--- config.mk ---
export PLATFORM = sky130hd
export DESIGN_NAME = dfc_transfer_engine
export DESIGN_NICKNAME = d
export VERILOG_FILES = /design/src/dfc_pkg.sv /design/src/dfc_transfer_engine.sv
export VERILOG_INCLUDE_DIRS = /design/src
export SDC_FILE = /design/constraint.sdc
export NUM_CORES = 1
export LEC_CHECK = 0
export ABC_CLOCK_PERIOD_IN_PS = 12200
export BUFFER_PORTS_ARGS = -buffer_cell sky130_fd_sc_hd__buf_4
export CORE_MARGIN = 2
export CORE_UTILIZATION = 35
export DETAILED_ROUTE_END_ITERATION = 10
export SLEW_MARGIN = 30
export SYNTH_ARGS = -nofsm -noshare
export SYNTH_HDL_FRONTEND = slang
export SYNTH_SLANG_ARGS = --single-unit
--- constraint.sdc ---
create_clock -name core_clk -period 12.2 [get_ports core_clk]
set_clock_uncertainty 0.15 [all_clocks]
set_input_delay 0.61 -clock core_clk [delete_from_list [all_inputs] [get_ports core_clk]]
set_output_delay 0.61 -clock core_clk [all_outputs]
set_load 0.1 [all_outputs]
--- src/dfc_defines.svh ---
//
// Purpose: offsets, field positions, reset values and widths of the flyby transfer engine
// Assumes: register port with byte offsets, 32-bit read data
// Notes:   definitions only
//
`ifndef DFC_DEFINES_SVH
`define DFC_DEFINES_SVH

// ************************************************************
// register map, per channel block of 32 bytes
// ************************************************************
`define DFC_CH_SHIFT      5          // channel index sits above this bit
`define DFC_OFS_ADDR_A    5'h00      // device a address counter
`define DFC_OFS_LENGTH    5'h10      // block length counter
`define DFC_OFS_CONTROL   5'h18      // channel control register
`define DFC_OFS_STATUS    5'h1c      // channel status register

// ************************************************************
// control register fields
// ************************************************************
`define DFC_CTL_ENABLE    0          // channel enable
`define DFC_CTL_SWREQ     1          // software transfer request
`define DFC_CTL_DIR       2          // 0 read addressed, 1 write addressed
`define DFC_CTL_WIDTH     3          // transfer_width_select, 1 = 16 bit
`define DFC_CTL_STEP_EN   4          // addr_a_step_enable
`define DFC_CTL_STEP_DN   5          // addr_a_step_sense, 1 = decrement
`define DFC_CTL_CONT      6          // bus policy, 1 = continuous
`define DFC_CTL_SRC_SEC   7          // 1 = secondary request source
`define DFC_CTL_IE_TC     8          // interrupt enable, terminal count
`define DFC_CTL_IE_OVR    9          // interrupt enable, overrun
`define DFC_CTL_W         10         // implemented control width
`define DFC_CTL_RESET     10'h000    // control value after reset

// ************************************************************
// status register fields
// ************************************************************
`define DFC_ST_TC         0          // terminal_count_flag
`define DFC_ST_OVR        1          // overrun_flag
`define DFC_ST_ACT        2          // channel_active_flag

`endif

--- src/dfc_pkg.sv ---
//
// Purpose: shared types of the flyby transfer engine
// Assumes: nothing
// Notes:   state codes are one-hot
//
package dfc_pkg;

    // ********************************************************
    // engine sequencer states
    // ********************************************************
    typedef enum logic [4:0]
    {
        DFC_IDLE = 5'h01,   // bus with the processor
        DFC_ARB  = 5'h02,   // bus request raised, waiting grant
        DFC_PRIO = 5'h04,   // resolve winning channel
        DFC_XFER = 5'h08,   // bus cycle on the bus
        DFC_DONE = 5'h10    // block ended, flags set
    } dfc_state_type;

endpackage : dfc_pkg

--- src/dfc_transfer_engine.sv ---
//
// Purpose: four channel flyby transfer_engine on the processor bus
// Assumes: requests, grant and halt come from logic on core_clk
// Notes:   data never passes through this block; only strobes and address
//
// Behaviour
// requests come only from peripherals or software
// win bus mastership before any transfer cycle
// resolve priority one clock before first_bus_clock
// fixed priority, channel 0 highest
// acknowledge during the cycle touching requester
// block end: flags, interrupt, then release bus; here bus_request drops with the flags, a clock before channel_irq
// continuous with request held: keep bus, transfer
// sample next request as acknowledge drops
// address step configurable independently per channel
// four channels, zero to three
// software enables one request source per channel
// source wiring per channel, primary and secondary; channel 1 has no secondary source here
// software picks indirect mode where flyby unfit; only flyby is built here
// one bus cycle per item, no latching
// flyby needs an implied I/O party
// intermittent releases every cycle; continuous holds
// peak three clocks or one clock per item
// bus address from device a counter
// direction bit picks read or write
// width select picks byte or 16-bit items
// length minus one, address stepped per item
// zero length: stop, set flags, clear active
// halt pauses all activity, resumes after; here the register port and channel_irq keep working during halt
// level request and grant exchange with arbiter
//
`timescale 1ns/10ps
`include "dfc_defines.svh"

module dfc_transfer_engine #(
    parameter int NUM_CH = 4,           // channel count
    parameter int ADDR_W = 24,          // bus address width
    parameter int LEN_W  = 16,          // block length width
    parameter int REG_AW = 7            // register port address width
)(
    input  wire logic                core_clk,            // system clock
    input  wire logic                reset,               // synchronous, active high
    input  wire logic [REG_AW-1:0]   reg_addr,            // register byte offset
    input  wire logic [31:0]         reg_wdata,           // register write data
    input  wire logic                reg_wr,              // write strobe
    input  wire logic                reg_rd,              // read strobe
    output logic      [31:0]         reg_rdata,           // read data, one cycle later
    input  wire logic [NUM_CH-1:0]   req_primary,         // primary channel_request_line
    input  wire logic [NUM_CH-1:0]   req_secondary,       // secondary channel_request_line
    output logic      [NUM_CH-1:0]   ack_primary,         // acknowledge to primary source
    output logic      [NUM_CH-1:0]   ack_secondary,       // acknowledge to secondary source
    output logic                     bus_request,         // mastership request, level
    input  wire logic                bus_grant,           // mastership grant, level
    output logic      [ADDR_W-1:0]   bus_addr,            // addressed device address
    output logic                     bus_read,            // read cycle of addressed device
    output logic                     bus_write,           // write cycle of addressed device
    output logic                     bus_word,            // 1 = 16-bit item, 0 = byte
    input  wire logic                debug_halt,          // freezes sequencer and bus cycles; register port still works
    output logic      [NUM_CH-1:0]   channel_irq          // per channel interrupt, level
);
    import dfc_pkg::*;

    // ********************************************************
    // elaboration checks
    // ********************************************************
    initial
    begin
        if (NUM_CH != 4)
            $error("dfc_transfer_engine: exactly four channels are wired");
        if (ADDR_W < 2 || ADDR_W > 32 || LEN_W < 1 || LEN_W > 32)
            $error("dfc_transfer_engine: address or length width unsupported");
        if (REG_AW != `DFC_CH_SHIFT + 2)
            $error("dfc_transfer_engine: register address width must be seven");
    end

    // ********************************************************
    // channel registers
    // ********************************************************
    logic [ADDR_W-1:0]    addr_a_reg  [NUM_CH];   // device_a_address_counter
    logic [LEN_W-1:0]     length_reg  [NUM_CH];   // block_length_counter
    logic [`DFC_CTL_W-1:0] control_reg [NUM_CH];  // channel_control_register
    logic [NUM_CH-1:0]    tc_reg;                 // terminal_count_flag
    logic [NUM_CH-1:0]    ovr_reg;                // overrun_flag
    logic [NUM_CH-1:0]    active_reg;             // channel_active_flag

    // ********************************************************
    // engine state
    // ********************************************************
    dfc_state_type        state_reg;              // sequencer state
    logic [1:0]           chan_reg;               // channel being served
    logic [NUM_CH-1:0]    chan_req;               // effective request per channel
    logic [NUM_CH-1:0]    pending;                // enabled, active and requesting
    logic [1:0]           winner;                 // highest priority pending channel
    logic                 item_now;               // item moves this cycle
    logic                 last_item;              // this item empties the block
    logic [ADDR_W-1:0]    addr_step_next;         // stepped address of served channel
    logic [ADDR_W-1:0]    addr_issue;             // address for the next bus cycle
    logic [LEN_W-1:0]     length_dec;             // decremented length of served channel
    logic [1:0]           wr_ch;                  // channel addressed by register port
    logic [4:0]           wr_ofs;                 // offset within channel block

    assign wr_ch  = reg_addr[REG_AW-1:`DFC_CH_SHIFT];
    assign wr_ofs = reg_addr[`DFC_CH_SHIFT-1:0];

    // ********************************************************
    // request sources and pending set
    // ********************************************************
    // only peripheral sources or software raise a request
    generate
        for (genvar i = 0; i < NUM_CH; i++)
        begin : g_req
            logic sec_line;   // secondary source, channel 1 has none
            assign sec_line = (i == 1) ? 1'b0 : req_secondary[i];
            assign chan_req[i] = control_reg[i][`DFC_CTL_SWREQ] |
                                 (control_reg[i][`DFC_CTL_SRC_SEC] ? sec_line
                                                                    : req_primary[i]);
            assign pending[i]  = chan_req[i] & control_reg[i][`DFC_CTL_ENABLE]
                                 & active_reg[i];
        end
    endgenerate

    // fixed descending priority, lowest index wins
    always_comb
    begin
        winner = 2'd3;
        for (int k = NUM_CH - 1; k >= 0; k--)
        begin
            if (pending[k])
                winner = 2'(k);
        end
    end

    // ********************************************************
    // served channel arithmetic
    // ********************************************************
    // step is one for byte items, two for word items
    always_comb
    begin
        logic [ADDR_W-1:0] step;
        step = control_reg[chan_reg][`DFC_CTL_WIDTH] ? ADDR_W'(2) : ADDR_W'(1);
        if (!control_reg[chan_reg][`DFC_CTL_STEP_EN])
            addr_step_next = addr_a_reg[chan_reg];
        else if (control_reg[chan_reg][`DFC_CTL_STEP_DN])
            addr_step_next = addr_a_reg[chan_reg] - step;
        else
            addr_step_next = addr_a_reg[chan_reg] + step;
    end

    assign item_now   = (state_reg == DFC_XFER) && !debug_halt;
    assign length_dec = length_reg[chan_reg] - LEN_W'(1);
    assign last_item  = (length_dec == '0);

    // continuous back to back cycles use the stepped address
    assign addr_issue = (state_reg == DFC_XFER) ? addr_step_next : addr_a_reg[winner];

    // ********************************************************
    // per channel registers
    // ********************************************************
    generate
        for (genvar i = 0; i < NUM_CH; i++)
        begin : g_ch
            logic wr_hit;   // register write to this channel
            logic served;   // this channel moves an item now
            assign wr_hit = reg_wr && (wr_ch == 2'(i));
            assign served = item_now && (chan_reg == 2'(i));

            // address counter, software write wins
            always_ff @(posedge core_clk)
            begin
                if (reset)
                    addr_a_reg[i] <= '0;
                else if (wr_hit && wr_ofs == `DFC_OFS_ADDR_A)
                    addr_a_reg[i] <= reg_wdata[ADDR_W-1:0];
                else if (served)
                    addr_a_reg[i] <= addr_step_next;
            end

            // block length counter, one per item
            always_ff @(posedge core_clk)
            begin
                if (reset)
                    length_reg[i] <= '0;
                else if (wr_hit && wr_ofs == `DFC_OFS_LENGTH)
                    length_reg[i] <= reg_wdata[LEN_W-1:0];
                else if (served)
                    length_reg[i] <= length_dec;
            end

            // control register, software only
            always_ff @(posedge core_clk)
            begin
                if (reset)
                    control_reg[i] <= `DFC_CTL_RESET;
                else if (wr_hit && wr_ofs == `DFC_OFS_CONTROL)
                    control_reg[i] <= reg_wdata[`DFC_CTL_W-1:0];
            end

            // active flag: set on enable, cleared at block end
            always_ff @(posedge core_clk)
            begin
                if (reset)
                    active_reg[i] <= 1'b0;
                else if (served && last_item)
                    active_reg[i] <= 1'b0;
                else if (wr_hit && wr_ofs == `DFC_OFS_CONTROL)
                    active_reg[i] <= reg_wdata[`DFC_CTL_ENABLE] && length_reg[i] != '0;
            end

            // terminal and overrun flags, write one clears, set wins
            always_ff @(posedge core_clk)
            begin
                if (reset)
                begin
                    tc_reg[i]  <= 1'b0;
                    ovr_reg[i] <= 1'b0;
                end
                else if (served && last_item)
                begin
                    tc_reg[i]  <= 1'b1;
                    ovr_reg[i] <= 1'b1;
                end
                else if (wr_hit && wr_ofs == `DFC_OFS_STATUS)
                begin
                    tc_reg[i]  <= tc_reg[i] & ~reg_wdata[`DFC_ST_TC];
                    ovr_reg[i] <= ovr_reg[i] & ~reg_wdata[`DFC_ST_OVR];
                end
            end

            // interrupt level from flags and enables
            always_ff @(posedge core_clk)
            begin
                if (reset)
                    channel_irq[i] <= 1'b0;
                else
                    channel_irq[i] <= (tc_reg[i] & control_reg[i][`DFC_CTL_IE_TC]) |
                                      (ovr_reg[i] & control_reg[i][`DFC_CTL_IE_OVR]);
            end
        end
    endgenerate

    // ********************************************************
    // sequencer
    // ********************************************************
    // a halted engine holds its state and drives no cycle
    always_ff @(posedge core_clk)
    begin
        if (reset)
        begin
            state_reg <= DFC_IDLE;
            chan_reg  <= 2'd0;
        end
        else if (!debug_halt)
        begin
            unique case (state_reg)
                DFC_IDLE:
                    if (|pending)
                        state_reg <= DFC_ARB;
                DFC_ARB:
                    if (bus_grant)
                        state_reg <= DFC_PRIO;
                DFC_PRIO:
                    if (!bus_grant)
                        state_reg <= DFC_ARB;
                    else if (|pending)
                    begin
                        chan_reg  <= winner;
                        state_reg <= DFC_XFER;
                    end
                    else
                        state_reg <= DFC_IDLE;
                DFC_XFER:
                    if (last_item)
                        state_reg <= DFC_DONE;
                    else if (control_reg[chan_reg][`DFC_CTL_CONT] && chan_req[chan_reg])
                        state_reg <= DFC_XFER;
                    else
                        state_reg <= DFC_IDLE;
                DFC_DONE:
                    state_reg <= DFC_IDLE;
            endcase
        end
    end

    // ********************************************************
    // bus mastership request
    // ********************************************************
    // held from arbitration until the last cycle ends
    always_ff @(posedge core_clk)
    begin
        if (reset)
            bus_request <= 1'b0;
        else if (debug_halt)
            bus_request <= bus_request;
        else if (state_reg == DFC_IDLE)
            bus_request <= |pending;
        else if (state_reg == DFC_PRIO && bus_grant && !(|pending))
            bus_request <= 1'b0;
        else if (state_reg == DFC_XFER)
            bus_request <= !last_item && control_reg[chan_reg][`DFC_CTL_CONT]
                           && chan_req[chan_reg];
        else if (state_reg == DFC_DONE)
            bus_request <= 1'b0;
    end

    // ********************************************************
    // bus cycle strobes, registered into the cycle
    // ********************************************************
    logic issue;        // a bus cycle is driven next cycle
    logic [1:0] ich;    // channel of that cycle
    always_comb
    begin
        issue = 1'b0;
        ich   = winner;
        if (!debug_halt && state_reg == DFC_PRIO && bus_grant && |pending)
            issue = 1'b1;
        else if (!debug_halt && state_reg == DFC_XFER && !last_item &&
                 control_reg[chan_reg][`DFC_CTL_CONT] && chan_req[chan_reg])
        begin
            issue = 1'b1;
            ich   = chan_reg;
        end
    end

    // one bus cycle per item, no data held here
    always_ff @(posedge core_clk)
    begin
        if (reset)
        begin
            bus_addr      <= '0;
            bus_read      <= 1'b0;
            bus_write     <= 1'b0;
            bus_word      <= 1'b0;
            ack_primary   <= '0;
            ack_secondary <= '0;
        end
        else
        begin
            bus_addr      <= issue ? addr_issue : bus_addr;
            bus_read      <= issue && !control_reg[ich][`DFC_CTL_DIR];
            bus_write     <= issue && control_reg[ich][`DFC_CTL_DIR];
            bus_word      <= issue ? control_reg[ich][`DFC_CTL_WIDTH] : bus_word;
            for (int k = 0; k < NUM_CH; k++)
            begin
                ack_primary[k]   <= issue && ich == 2'(k) && !control_reg[k][`DFC_CTL_SWREQ]
                                    && !control_reg[k][`DFC_CTL_SRC_SEC];
                ack_secondary[k] <= issue && ich == 2'(k) && k != 1
                                    && !control_reg[k][`DFC_CTL_SWREQ]
                                    && control_reg[k][`DFC_CTL_SRC_SEC];
            end
        end
    end

    // ********************************************************
    // register read port
    // ********************************************************
    // read data stands in the cycle after the strobe only
    always_ff @(posedge core_clk)
    begin
        if (reset || !reg_rd)
            reg_rdata <= '0;
        else
        begin
            unique case (wr_ofs)
                `DFC_OFS_ADDR_A:  reg_rdata <= 32'(addr_a_reg[wr_ch]);
                `DFC_OFS_LENGTH:  reg_rdata <= 32'(length_reg[wr_ch]);
                `DFC_OFS_CONTROL: reg_rdata <= 32'(control_reg[wr_ch]);
                `DFC_OFS_STATUS:  reg_rdata <= 32'({active_reg[wr_ch], ovr_reg[wr_ch],
                                                    tc_reg[wr_ch]});
                default:          reg_rdata <= 32'h0000_0000;
            endcase
        end
    end

endmodule : dfc_transfer_engine

======== Word-level counts from Yosys, hierarchy flattened ========
Memory sizes are Yosys's and may differ from the RTL's. A register that Yosys moved wholly into a read port is not among the register bits.
Index checks and enable logic that the tools add are counted.
word-level totals
  ROM bits ................................ 0
  latch bits .............................. 0
  input bits .............................. 53
  output and inout port bits .............. 72
  register bits after elaboration ......... 91
  memories ................................ 3
  RAM bits ................................ 200
operators by class
  add/subtract/negate cells ............... 3
  $mul .................................... 0
  bitwise gates (word level) .............. 55
  $lt $le $gt $ge ......................... 2
  equal/unequal tests ..................... 19
  multiplexer cells ....................... 143
  shift operators ......................... 0
  divide/modulo/power cells ............... 0
  reductions and logical operators ........ 97
memories
  memory       depth  bits a word  rd ports  clocked after Yosys merged registers in  write ports  RTL line                   source
  addr_a_reg   4      24           3         1                                        4            dfc_transfer_engine.sv:79  logic [ADDR_W-1:0] addr_a_reg [NUM_CH];
  length_reg   4      16           6         1                                        4            dfc_transfer_engine.sv:80  logic [LEN_W-1:0] length_reg [NUM_CH];
  control_reg  4      10           7         1                                        4            dfc_transfer_engine.sv:81  logic [`DFC_CTL_W-1:0] control_reg [NUM_CH];
operators by type and width
  cell                     number
  $mux W24                 11
  $mux W16                 8
  $mux W1                  97
  $pmux W24 S4             1
  $reduce_bool A16 Y1      4
  $logic_and A1 B1 Y1      61
  $mux W10                 4
  $or A1 B1 Y1             28
  $pmux W5 S5              1
  $add A24 B2 Y24          1
  $and A1 B1 Y1            24
  $sub A24 B2 Y24          1
  $mux W2                  11
  $eq A5 B5 Y1 const B     4
  $logic_not A16 Y1        1
  $sub A16 B1 Y16 const B  1
  $mux W5                  3
  $logic_not A1 Y1         13
  $eq A2 B2 Y1 const B     6
  $mux W4                  3
  $bmux W1 S2              4
  $reduce_bool A2 Y1       4
  $reduce_or A2 Y1         4
  $eq A2 B1 Y1 const B     3
  other kinds (15)         21

======== Depth between registers and ports, before layout ========
Gate-level depths: netlist of run 1.
An unclocked memory read counts as a cell.
  word-level depth ........................ 14
  depth in mapped cells ................... 19
  depth with buffers taken out ............ 15

======== Least setup slack after synthesis of run 1 ========
OpenSTA, ideal clock, no wires.
  path kind ............................... register to register
  from .................................... register (tool-made name)
  to ...................................... memory addr_a_reg[2][18] (data pin)
  cell stages (with the launch flop) ...... 19
  setup time .............................. 0.266 ns
  data arrival time ....................... 4.965 ns
  path slack .............................. 6.819 ns
  cell sequence ........................... dfxtp_1 buf_6 buf_4 buf_1 buf_1 mux4_2 inv_1 nand2_1 fa_1 nor2b_1 o21a_1 o21ai_0 a211o_1 a2111oi_0 o21ai_0 and4b_1 a221o_1 a22oi_1 nor2_1
RTL lines
  element        RTL line
  end, declared  dfc_transfer_engine.sv:79

==> metrics.md, run 1 <==
| Metric | Value |
|---|---|
| Status | finished, final reports clean |
| Final antenna-violating net count | 0 |
| Core ar. | 47,900 µm² |
| Max Slew Vio Count | 0 |
| Place WS | 6.28 ns |
| Fmax | 168 MHz |
| Antenna fix cells | 0 |
| Ys Warns | 0 |
| Clk sinks | between 200 and 300 |
| # rows | 80 |
| Post-CTS setup buffer count | 0 |
| #FFs+latches synth | ~280 |
| PD cells | about 120 nW/µm² |
| Synth Flop Type | edfxtp_1 |
| Clk buf depth | 3 |
| Htree depth | 2 |
| Post-DP HPWL | approximately 37 mm |
| Initial antenna violation count | 1 |
| Clk root buf | clkbuf_16 |
| WP data arrival | between 6 and 7 ns |
| Hold path endpoint | addr_a_reg[1][23] |
| Max VDD drop | 0.0000710 V |
| Worst Path Required | 12.32 ns |
| Hold depth | 3 |
| DRT Wirelength | ~57 mm |
| Crit path kind | reg -> reg |
| DIE HEIGHT | around 220 µm |
| IO buf count | around 110 |
| I/O Pins | 125 |
| Post-layout util | 0.407 |
| Sequential share of the synthesized area | 0.450 |
| Fin crit share | 0.489 |
| Tightest Hold Check Type | in -> reg |
| Reg2reg path depth | 15 |
| Setup slack, reg-to-reg | between 6 and 7 ns |
| TritonCTS Buffers | 35 |
| Worst setup EP type | register |
| Gr ovfl total | 0 |
| Vias in the first global route | 14,000 |
| Die area | between 50,000 and 60,000 µm² |
| Average via count per standard cell | approximately 6.0 |
| Netlist Area Pre-Place | around 17,000 µm² |
| Synth top area cells | edfxtp_1 (35%), mux4_2 (13%), dfxtp_1 (9.8%) |
| Yosys cell types | between 70 and 80 |
| Pre-antenna DRT Iters | 5 |
| Final hold vios | 0 |
| Global-route wire length before repair | between 80 and 90 mm |
| Unrepaired setup endpoints after global routing | false |
| Syn avg cell area | between 10 and 15 µm² |
| Setup ws final | ~6.2 ns |
| Gr usage total | 0.227 |
| CP Launch Type | register |
| Initial Util | 0.356 |
| Least-Margin Pin Slew | approximately 1.0 ns |
| Hold Crit Start | reg_wdata[23] |
| Max-Cap Viols | 0 |
| Post-layout minimum cycle time | a little under 6 ns |
| Layout fillers | approximately 4,600 |
| Drc violations | 0 |
| Synth area leader | edfxtp_1 |
| Clock Latency Late Sink | 0.55 ns |
| DR vias | ~14,000 |
| Largest net degree at the start of global routing | 61 |
| Post-synth EDFFs | 200 |
| Area delta synth->final | 14.2% |
| Fin Setup TNS | 0 ns |
| Post_cts resized | 0 |
| DR iter-0 viols | approximately 1,500 |
| Post-synth ARST share | 0 |
| Hold-fix buffers, CTS | 0 |
| Die Wd | between 200 and 250 µm |
| Max FFs per register | between 90 and 100 |
| Nets | around 1,800 |
| Routed len/inst | ~24 µm |
| Leakage | approximately 6.8 nW |
| TritonCTS clock tree | built |
| Synth top area share | 0.351 |
| CP Max Fanout | 31 |
| Layout cells sized above 1 | 0.188 |
| Slew HR | 0.329 |
| Final setup fails | 0 |
| Placer's final routability congestion estimate | 0.918 |
| Cells after Synth | roughly 1,700 |
| Worst R2R End | addr_a_reg[2][21] |
| Clock-pin slew on the worst setup and hold paths | approximately 0.060 ns |
-- per-stage QoR --
step | hold slack, ns | area, µm² | cells | power [mW]
after floorplan | 0.300 | 17100 | 1676 | 1.29
after global placement | 0.293 | 18400 | 2289 | 1.37
after detailed placement | 0.299 | 18400 | 2289 | 1.37
after CTS | 0.207 | 19500 | 2352 | 2.39
after global routing | 0.224 | 19500 | 2352 | 2.45
final | 0.228 | 19500 | 2352 | 2.38
-- report_power, final --
group / total, mW / internal (mW) / switching [mW] / leakage, nW
combinational: 0.268 / 0.0964 / 0.171 / 3.61
clock: 1.02 / 0.599 / 0.418 / 0.547
sequential: 1.09 / 1.06 / 0.0280 / 2.65
total: 2.38 / 1.76 / 0.617 / 6.81
-- worst max-delay path by stage --
stage	cells past startpoint	endpoint	start	slack, ns
2_1_floorplan	18	addr_a_reg[2][18]	register	6.82
3_3_place_gp	14	addr_a_reg[2][22]	register	6.28
3_5_place_dp	15	addr_a_reg[2][21]	register	6.28
4_1_cts	15	addr_a_reg[2][21]	register	6.25
5_1_grt	15	addr_a_reg[2][23]	register	5.71
6_report	15	addr_a_reg[2][21]	register	6.24
-- cell usage in the layout (no fill, tap or decap), types with 10 or more instances in the layout --
cell and count:
nand2b_1 12, mux2i_1 15, nor2_1 126, nand4_1 10, and3_1 20, xor2_1 15, clkbuf_16 38, dfxtp_1 82
nand2_1 224, inv_1 33, a21oi_1 107, or3_1 11, o21ai_0 139, nor2b_1 11, mux4_2 97, a211oi_1 31
and2_1 48, nor3_1 47, clkbuf_1 12, nand3_1 15, edfxtp_1 200, ha_1 25, nor4_1 22, buf_4 132
a22o_1 25, a311oi_1 25, o211ai_1 10, mux2_2 13, a22oi_1 27, nor3_2 10, xnor2_1 10
-- metal layers --
| metal | share of wire | global-route usage |
|---|---|---|
| met5 | 0 | 0 |
| met4 | 0.037 | 0.0884 |
| met3 | 0.082 | 0.0439 |
| met2 | 0.48 | 0.380 |
| met1 | 0.40 | 0.291 |
-- Yosys cell counts (7+ instances only) --
cell and instances:
a211o_1 9, a211oi_1 31, a21o_1 7, a21oi_1 107, a22o_1 25, a22oi_1 27
a311oi_1 25, and2_1 48, and3_1 21, buf_1 15, buf_4 12, clkbuf_1 97
dfxtp_1 84, edfxtp_1 200, ha_1 25, inv_1 33, mux2_2 13, mux2i_1 15
mux4_2 97, nand2_1 224, nand2b_1 12, nand3_1 15, nand4_1 10, nor2_1 130
nor2b_1 12, nor3_1 57, nor4_1 23, o211ai_1 10, o21ai_0 140, o22ai_1 7
or3_1 11, xnor2_1 10, xor2_1 15
-- logic make-up (layout without fill, tap and decap cells) --
kind of cell             Yosys count  count (layout)  share of synthesized area
multiplexers                     125             125                      0.145
adder cells (fa/ha/maj)           26              26                     0.0195
other                              1               9                   0.000219
AO/OA/AOI/OAI                    440             440                      0.164
AND/OR/NAND/NOR                  599             599                      0.168
buffers and inverters            168             229                     0.0407
flip-flops                       284             284                      0.450
XOR/XNOR                          25              25                     0.0128
-- cell type report --
class	instances	area, µm²	share of cell area
clock buffers	55	1060	0.0546
clock inverters	8	38.8	0.00199
inverters	33	124	0.00635
multi-input cells	1224	8830	0.452
flip-flops and latches	284	7690	0.394
well taps	615	769	0.0394
repair buffers	133	1000	0.0513
-- worst max-delay path: stages, from the launching register on --
cell and delay (ns):
dfxtp_4 0.58, buf_4 0.61, mux4_2 0.91, nand2_1 0.23, inv_1 0.06, ha_1 0.26
nor2b_1 0.12, o21ai_0 0.34, a211oi_1 0.23, o211ai_1 0.27, a21oi_1 0.18, o21ai_0 0.66
a2111oi_0 0.25, nor3_1 0.53, a2bb2oi_1 0.22, nor2_1 0.06
(Power assumes the default switching activity.)
==> run 2: changes to the inputs <==
ABC_AREA = 1   (was unset)
ABC_CLOCK_PERIOD_IN_PS = 5200   (was 12200)
clock period = 5.2 ns   (was 12.2 ns; I/O delays follow)
==> run 2 against run 1 <==
  * First-iteration DRC count increased by 62%
  * Sequential cell count unchanged
  * Utilization increased by 0.56 points
  * Design area increased by 0.74%
  * Combinational power increased by 150%
  * Critical endpoint is now addr_a_reg[1][14]
  * Largest power group unchanged
==> metrics.md, run 2 <==
| Metric | Value |
|---|---|
| Layout Cells excl Fill | 2,783 |
| Final hold vios | 0 |
| Area of the multi-input gates | 7840 µm² |
| Synth top area share | 0.356 |
| CP Max Fanout | 36 |
| M1 GR Usage | 0.337 |
| DR vias | roughly 17,000 |
| Unrepaired setup endpoints after global routing | false |
| #FFs+latches synth | approximately 280 |
| CP max-delay cell | fa_1 |
| Post-DP HPWL | between 40 and 50 mm |
| I/O Pins | roughly 130 |
| Core ar. | between 40,000 and 50,000 µm² |
| Area delta synth->final | 16.4% |
| Clk buf depth | 3 |
| Least-Margin Pin Slew | roughly 1.0 ns |
| Max Slew Vio Count | 0 |
| Average via count per standard cell | approximately 6.0 |
| Synth Flop Type | edfxtp_1 |
| Commonest non-fill, non-tap cell in the layout | nand2_1 |
| Fin crit share | 0.839 |
| Worst setup EP type | register |
| Clk sinks | ~280 |
| WP data arrival | ~4.6 ns |
| # rows | 80 |
| IO buf count | approximately 110 |
| Ys Warns | 0 |
| Gr ovfl total | 0 |
| Slew HR | 0.323 |
| Cells after DPL | 2,697 |
| Yosys cell types | 64 |
| Delay-heaviest family, CP | compound AO/OA/AOI/OAI gates |
| Pre-antenna DRT Iters | 6 |
| Vias in the first global route | approximately 16,000 |
| Initial antenna violation count | 0 |
| Grt met2 use | 0.417 |
| Worst path cell trace | buf_4 -> inv_2 -> buf_4 -> o21ai_0 -> ha_1 -> fa_1 -> nand3b_1 -> nand2_1 -> a21oi_1 -> o21bai_1 -> a21oi_1 -> o21bai_1 -> xor2_1 -> inv_1 -> o21ai_0 -> inv_1 -> o22ai_1 |
| Post-synth EDFFs | 200 |
| Layout cells sized above 1 | 0.130 |
| Synth top cells by count | nand2_1 (382), edfxtp_1 (200), inv_1 (200) |
| CP Launch Type | register |
| Max VDD drop | approximately 0.00015 V |
| Nets | 2,221 |
| Reg area | ~7700 µm² |
| Post-synth ARST share | 0 |
| Fin Setup TNS | 0 ns |
| WP buf/inv | 5 |
| Die area | about 50,000 µm² |
| Top Usage Layer GRT | met2 |
| Netlist Area Pre-Place | 16,900 µm² |
| Crit path kind | reg -> reg |
| Leakage | 7.88 nW |
| Antenna fix cells | 0 |
| Grt met3 use | 0.0475 |
| Status | finished, final reports clean |
| Final setup fails | 0 |
| Layout fillers | approximately 4,700 |
| Largest net degree at the start of global routing | ~90 |
| Synth area leader | edfxtp_1 |
| Clk root buf | clkbuf_16 |
| Post-layout minimum cycle time | about 4.4 ns |
| Max FFs per register | 96 |
| Sequential share of the synthesized area | 0.455 |
| Cells after Synth | roughly 2,000 |
| Commonest cells after routing, fill and taps aside | nand2_1 (382), edfxtp_1 (200), inv_1 (193), nor2_1 (161), o22ai_1 (160) |
| Routed len/inst | 23.6 µm |
| Die Wd | between 200 and 250 µm |
| Syn avg cell area | between 8 and 9 µm² |
| Gr usage total | 0.257 |
| Synth top area cells | edfxtp_1 (36%), dfxtp_1 (10%), nand2_1 (8.5%) |
| Htree depth | 2 |
| Slowest stage delay, CP | a little over 0.4 ns |
| Worst Path Required | 5.41 ns |
| DRT Wirelength | approximately 66 mm |
| Tightest Hold Check Type | in -> reg |
| Max-Cap Viols | 0 |
| Post_cts resized | 0 |
| Placer's final routability congestion estimate | around 0.97 |
| Clock-pin slew on the worst setup and hold paths | approximately 0.060 ns |
| PD cells | between 200 and 300 nW/µm² |
| DR iter-0 viols | ~2,400 |
| Drc violations | 0 |
| TritonCTS Buffers | 34 |
| Final antenna-violating net count | 0 |
| DIE HEIGHT | between 200 and 250 µm |
| Fmax | approximately 230 MHz |
| Most frequent cell after synthesis | nand2_1 |
| TritonCTS clock tree | built |
| Global-route wire length before repair | between 90 and 100 mm |
| Initial Util | 0.355 |
| Clock Latency Late Sink | 0.54 ns |
[run 2: cell count changes after synthesis, sizes merged, moves of 20 or more]
cell / previous run / this run
inv: 33 / 215
nand2: 225 / 403
o22ai: 7 / 161
mux4: 97 / 0
nand3: 15 / 105
and2: 48 / 0
nor2: 130 / 173
nor3: 57 / 24
a221oi: 1 / 27
a211oi: 31 / 6
a22oi: 27 / 51
a311oi: 25 / 1
and3: 21 / 0
clkbuf: 101 / 81
[run 2: layout make-up]
cell class | count | share of cell area
Clock inverter | 10 | 0.00445
Tap cell | 615 | 0.0391
Multi-Input combinational cell | 1425 | 0.399
Inverter | 225 | 0.0431
Clock buffer | 52 | 0.0538
Timing Repair Buffer | 172 | 0.0700
Sequential cell | 284 | 0.391
[run 2: what timing repair did]
item,4_1_cts,5_1_grt
hold buffers,24,0
endpoints found under the setup margin,0,0
setup buffers,0,0
hold endpoints to repair,58,0
[run 2: routing by layer]
| layer | wire length, µm | vias up | share of wire |
|---|---|---|---|
| met4 | 2540 | 0 | 0.039 |
| li1 | - | 7540 | - |
| met5 | 0 | - | 0 |
| met3 | 7080 | 169 | 0.11 |
| met1 | 26000 | 7875 | 0.40 |
| met2 | 29900 | 1033 | 0.46 |
[run 2: report_power, final]
group / internal, mW / leakage (nW) / total, mW / switching (mW)
Sequential: 2.49 / 2.71 / 2.55 / 0.0594
Clock: 1.46 / 0.563 / 2.46 / 0.995
Combinational: 0.193 / 4.61 / 0.659 / 0.466
[run 2: metrics by stage]
stage	util	cell area [µm²]	setup slack [ns]	hold slack (ns)	total power, mW
5_1_grt	0.413	19700	0.493	0.0439	5.83
2_1_floorplan	-	16900	0.614	0.274	3.00
4_1_cts	0.413	19700	0.959	0.00391	5.67
6_report	0.413	19700	0.838	0.0294	5.66
3_5_place_dp	0.384	18300	0.988	0.306	3.22
3_3_place_gp	0.383	18300	1.02	0.302	3.21
[run 2: worst register-to-register path, stage by stage (launching register included)]
cell	delay [ns]
dfxtp_1	0.30
buf_4	0.22
inv_2	0.12
buf_4	0.40
o21ai_0	0.24
ha_1	0.28
fa_1	0.41
nand3b_1	0.17
nand2_1	0.18
a21oi_1	0.13
o21bai_1	0.23
a21oi_1	0.15
o21bai_1	0.33
xor2_1	0.18
inv_1	0.05
o21ai_0	0.37
inv_1	0.14
o22ai_1	0.13
[run 2: logic make-up after synthesis]
logic type	count (synthesis)	synth area share
AO/OA/AOI/OAI	612	0.231
XOR/XNOR	18	0.00978
adder cells (fa/ha/maj)	26	0.0197
buffers and inverters	347	0.0850
flip-flops	284	0.455
multiplexers	3	0.00178
other	1	0.000222
AND/OR/NAND/NOR	757	0.198
[run 2: final timing paths]
check | start | cells after the start | endpoint | slack (ns)
min | reg_wdata[16] | 3 | addr_a_reg[3][16] | 0.03
max reg2reg | register | 17 | addr_a_reg[1][14] | 0.84
max | register | 17 | addr_a_reg[1][14] | 0.84
min reg2reg | bus_addr[5] | 2 | bus_addr[5] | 0.31
==> run 3: changes to the inputs <==
ABC_CLOCK_PERIOD_IN_PS = 3700   (was 5200)
clock period = 3.7 ns   (was 5.2 ns; I/O delays follow)
==> run 3 against run 2 <==
  * Clock-buffer cell count is 2 lower
  * Register-to-register slack worse by 0.63 ns
  * Global-route usage rose by 0.55 points
  * Cell count rose by 2.9%
  * Fmax increased by 25%
  * Sequential cell count unchanged
  * Non-clock buffer count increased by 81
  * Clock power up 45%
  * Power grew 44%
  * Critical path type unchanged
  * Critical endpoint is now addr_a_reg[2][22]
  * Largest power group unchanged
==> metrics.md, run 3 (same netlist as run 2, synthesis figures left out) <==
| Metric | Value |
|---|---|
| Gr ovfl total | 0 |
| TritonCTS Buffers | 34 |
| Max-Cap Viols | 0 |
| Worst Path Required | approximately 3.9 ns |
| Clk sinks | ~280 |
| DRT Wirelength | about 67 mm |
| Clk buf depth | 3 |
| Final setup fails | 0 |
| Drc violations | 0 |
| Area delta synth->final | 21.9% |
| Pre-antenna DRT Iters | 6 |
| Fin crit share | 0.944 |
| Clock Latency Late Sink | 0.57 ns |
| Average via count per standard cell | just under 6 |
| DIE HEIGHT | 224 µm |
| I/O Pins | about 130 |
| Setup ws final | roughly 0.21 ns |
| Cells after DPL | 2,772 |
| Initial Util | 0.355 |
| Max FFs per register | 96 |
| Crit path kind | reg -> reg |
| TritonCTS clock tree | built |
| Clock-pin slew on the worst setup and hold paths | 0.06 ns |
| Vias in the first global route | 16,200 |
| Status | finished, final reports clean |
| CP Launch Type | register |
| Final antenna-violating net count | 0 |
| CP Max Fanout | 19 |
| Power Total | between 8 and 9 mW |
| Die area | ~50,000 µm² |
| Worst setup EP type | register |
| WP data arrival | 3.65 ns |
| Commonest cells after routing, fill and taps aside | nand2_1 (378), buf_4 (216), edfxtp_1 (200), inv_1 (197), o22ai_1 (160) |
| Max Slew Vio Count | 0 |
| Hold slack | around 0.029 ns |
| Least-Margin Pin Slew | a little over 0.9 ns |
| Nets | about 2,300 |
| Post-DP HPWL | roughly 46 mm |
| IO buf count | about 110 |
| Clk root buf | clkbuf_16 |
| Place WS | roughly 0.047 ns |
| Tightest Hold Check Type | in -> reg |
| Initial antenna violation count | 0 |
| Layout cells sized above 1 | 0.170 |
| Die Wd | between 200 and 250 µm |
| Htree depth | 2 |
| Fin Setup TNS | 0 ns |
| Placer's final routability congestion estimate | ~1 |
| Routed len/inst | around 24 µm |
| Area of the multi-input gates | 8000 µm² |
| PD cells | ~400 nW/µm² |
| DR vias | roughly 17,000 |
| Slew HR | 0.378 |
| Antenna fix cells | 0 |
| DR iter-0 viols | approximately 2,400 |
| Layout Cells excl Fill | about 2,900 |
| Global-route wire length before repair | between 90 and 100 mm |
| Commonest non-fill, non-tap cell in the layout | nand2_1 |
| Max VDD drop | approximately 0.00023 V |
| Unrepaired setup endpoints after global routing | true |
| Reg area | 7690 µm² |
| Fmax | between 200 and 300 MHz |
| Layout fillers | 4,662 |
| Gr usage total | 0.263 |
| Core ar. | ~48,000 µm² |
| Leakage | roughly 8.4 nW |
| Final hold vios | 0 |
| Post-layout minimum cycle time | ~3.5 ns |
| Largest net degree at the start of global routing | 53 |
| # rows | 80 |
[run 3: final timing paths]
kind | start | to | slack, ns | cells after the start
worst max-delay path | register | addr_a_reg[2][22] | 0.21 | 19
worst min-delay path | reg_rd | reg_rdata[9] | 0.03 | 4
worst max register to register | register | addr_a_reg[2][22] | 0.21 | 19
worst min register to register | bus_addr[6] | bus_addr[6] | 0.31 | 2
[run 3: per-stage QoR]
stage	util	cell area, µm²
final	0.432	20600
after global routing	0.432	20600
after CTS	0.428	20400
after detailed placement	0.398	19000
after global placement	0.398	19000
after floorplan	-	17000
[run 3: critical path, cell delays in order (launching register included)]
cell and delay [ns]:
dfxtp_2 0.38, buf_12 0.20, o21ai_0 0.16, o22ai_4 0.24, buf_12 0.19, buf_4 0.21
ha_1 0.27, buf_4 0.16, a21oi_1 0.15, o21ai_0 0.11, a21oi_1 0.13, nand3_1 0.17
nand3_1 0.13, nand2_1 0.05, nand2_1 0.05, nand3_1 0.14, nand2_2 0.14, nand2_1 0.06
o211ai_1 0.10, inv_1 0.06
[run 3: layer usage]
metal,track usage,share of wire,up-vias
li1,-,-,7706
met1,0.349,0.40,7931
met2,0.416,0.45,1104
met3,0.0470,0.11,199
met4,0.124,0.047,0
met5,0,0,-
[run 3: where the power goes]
group	switching [mW]	internal (mW)
logic	0.682	0.336
registers	0.0832	3.49
clock network	1.40	2.16
total	2.17	5.99
[run 3: final cells by class]
cell class | count | share of cell area
multi-input cells | 1425 | 0.388
clock inverters | 12 | 0.00729
flip-flops and latches | 284 | 0.374
well taps | 615 | 0.0374
repair buffers | 253 | 0.102
clock buffers | 50 | 0.0502
inverters | 225 | 0.0415
[run 3: what timing repair did]
item | in CTS | in global routing
setup buffers | 0 | 2
endpoints found under the hold margin | 75 | 0
gates resized for setup | 0 | 32
endpoints found under the setup margin | 0 | 97
hold buffers | 27 | 0
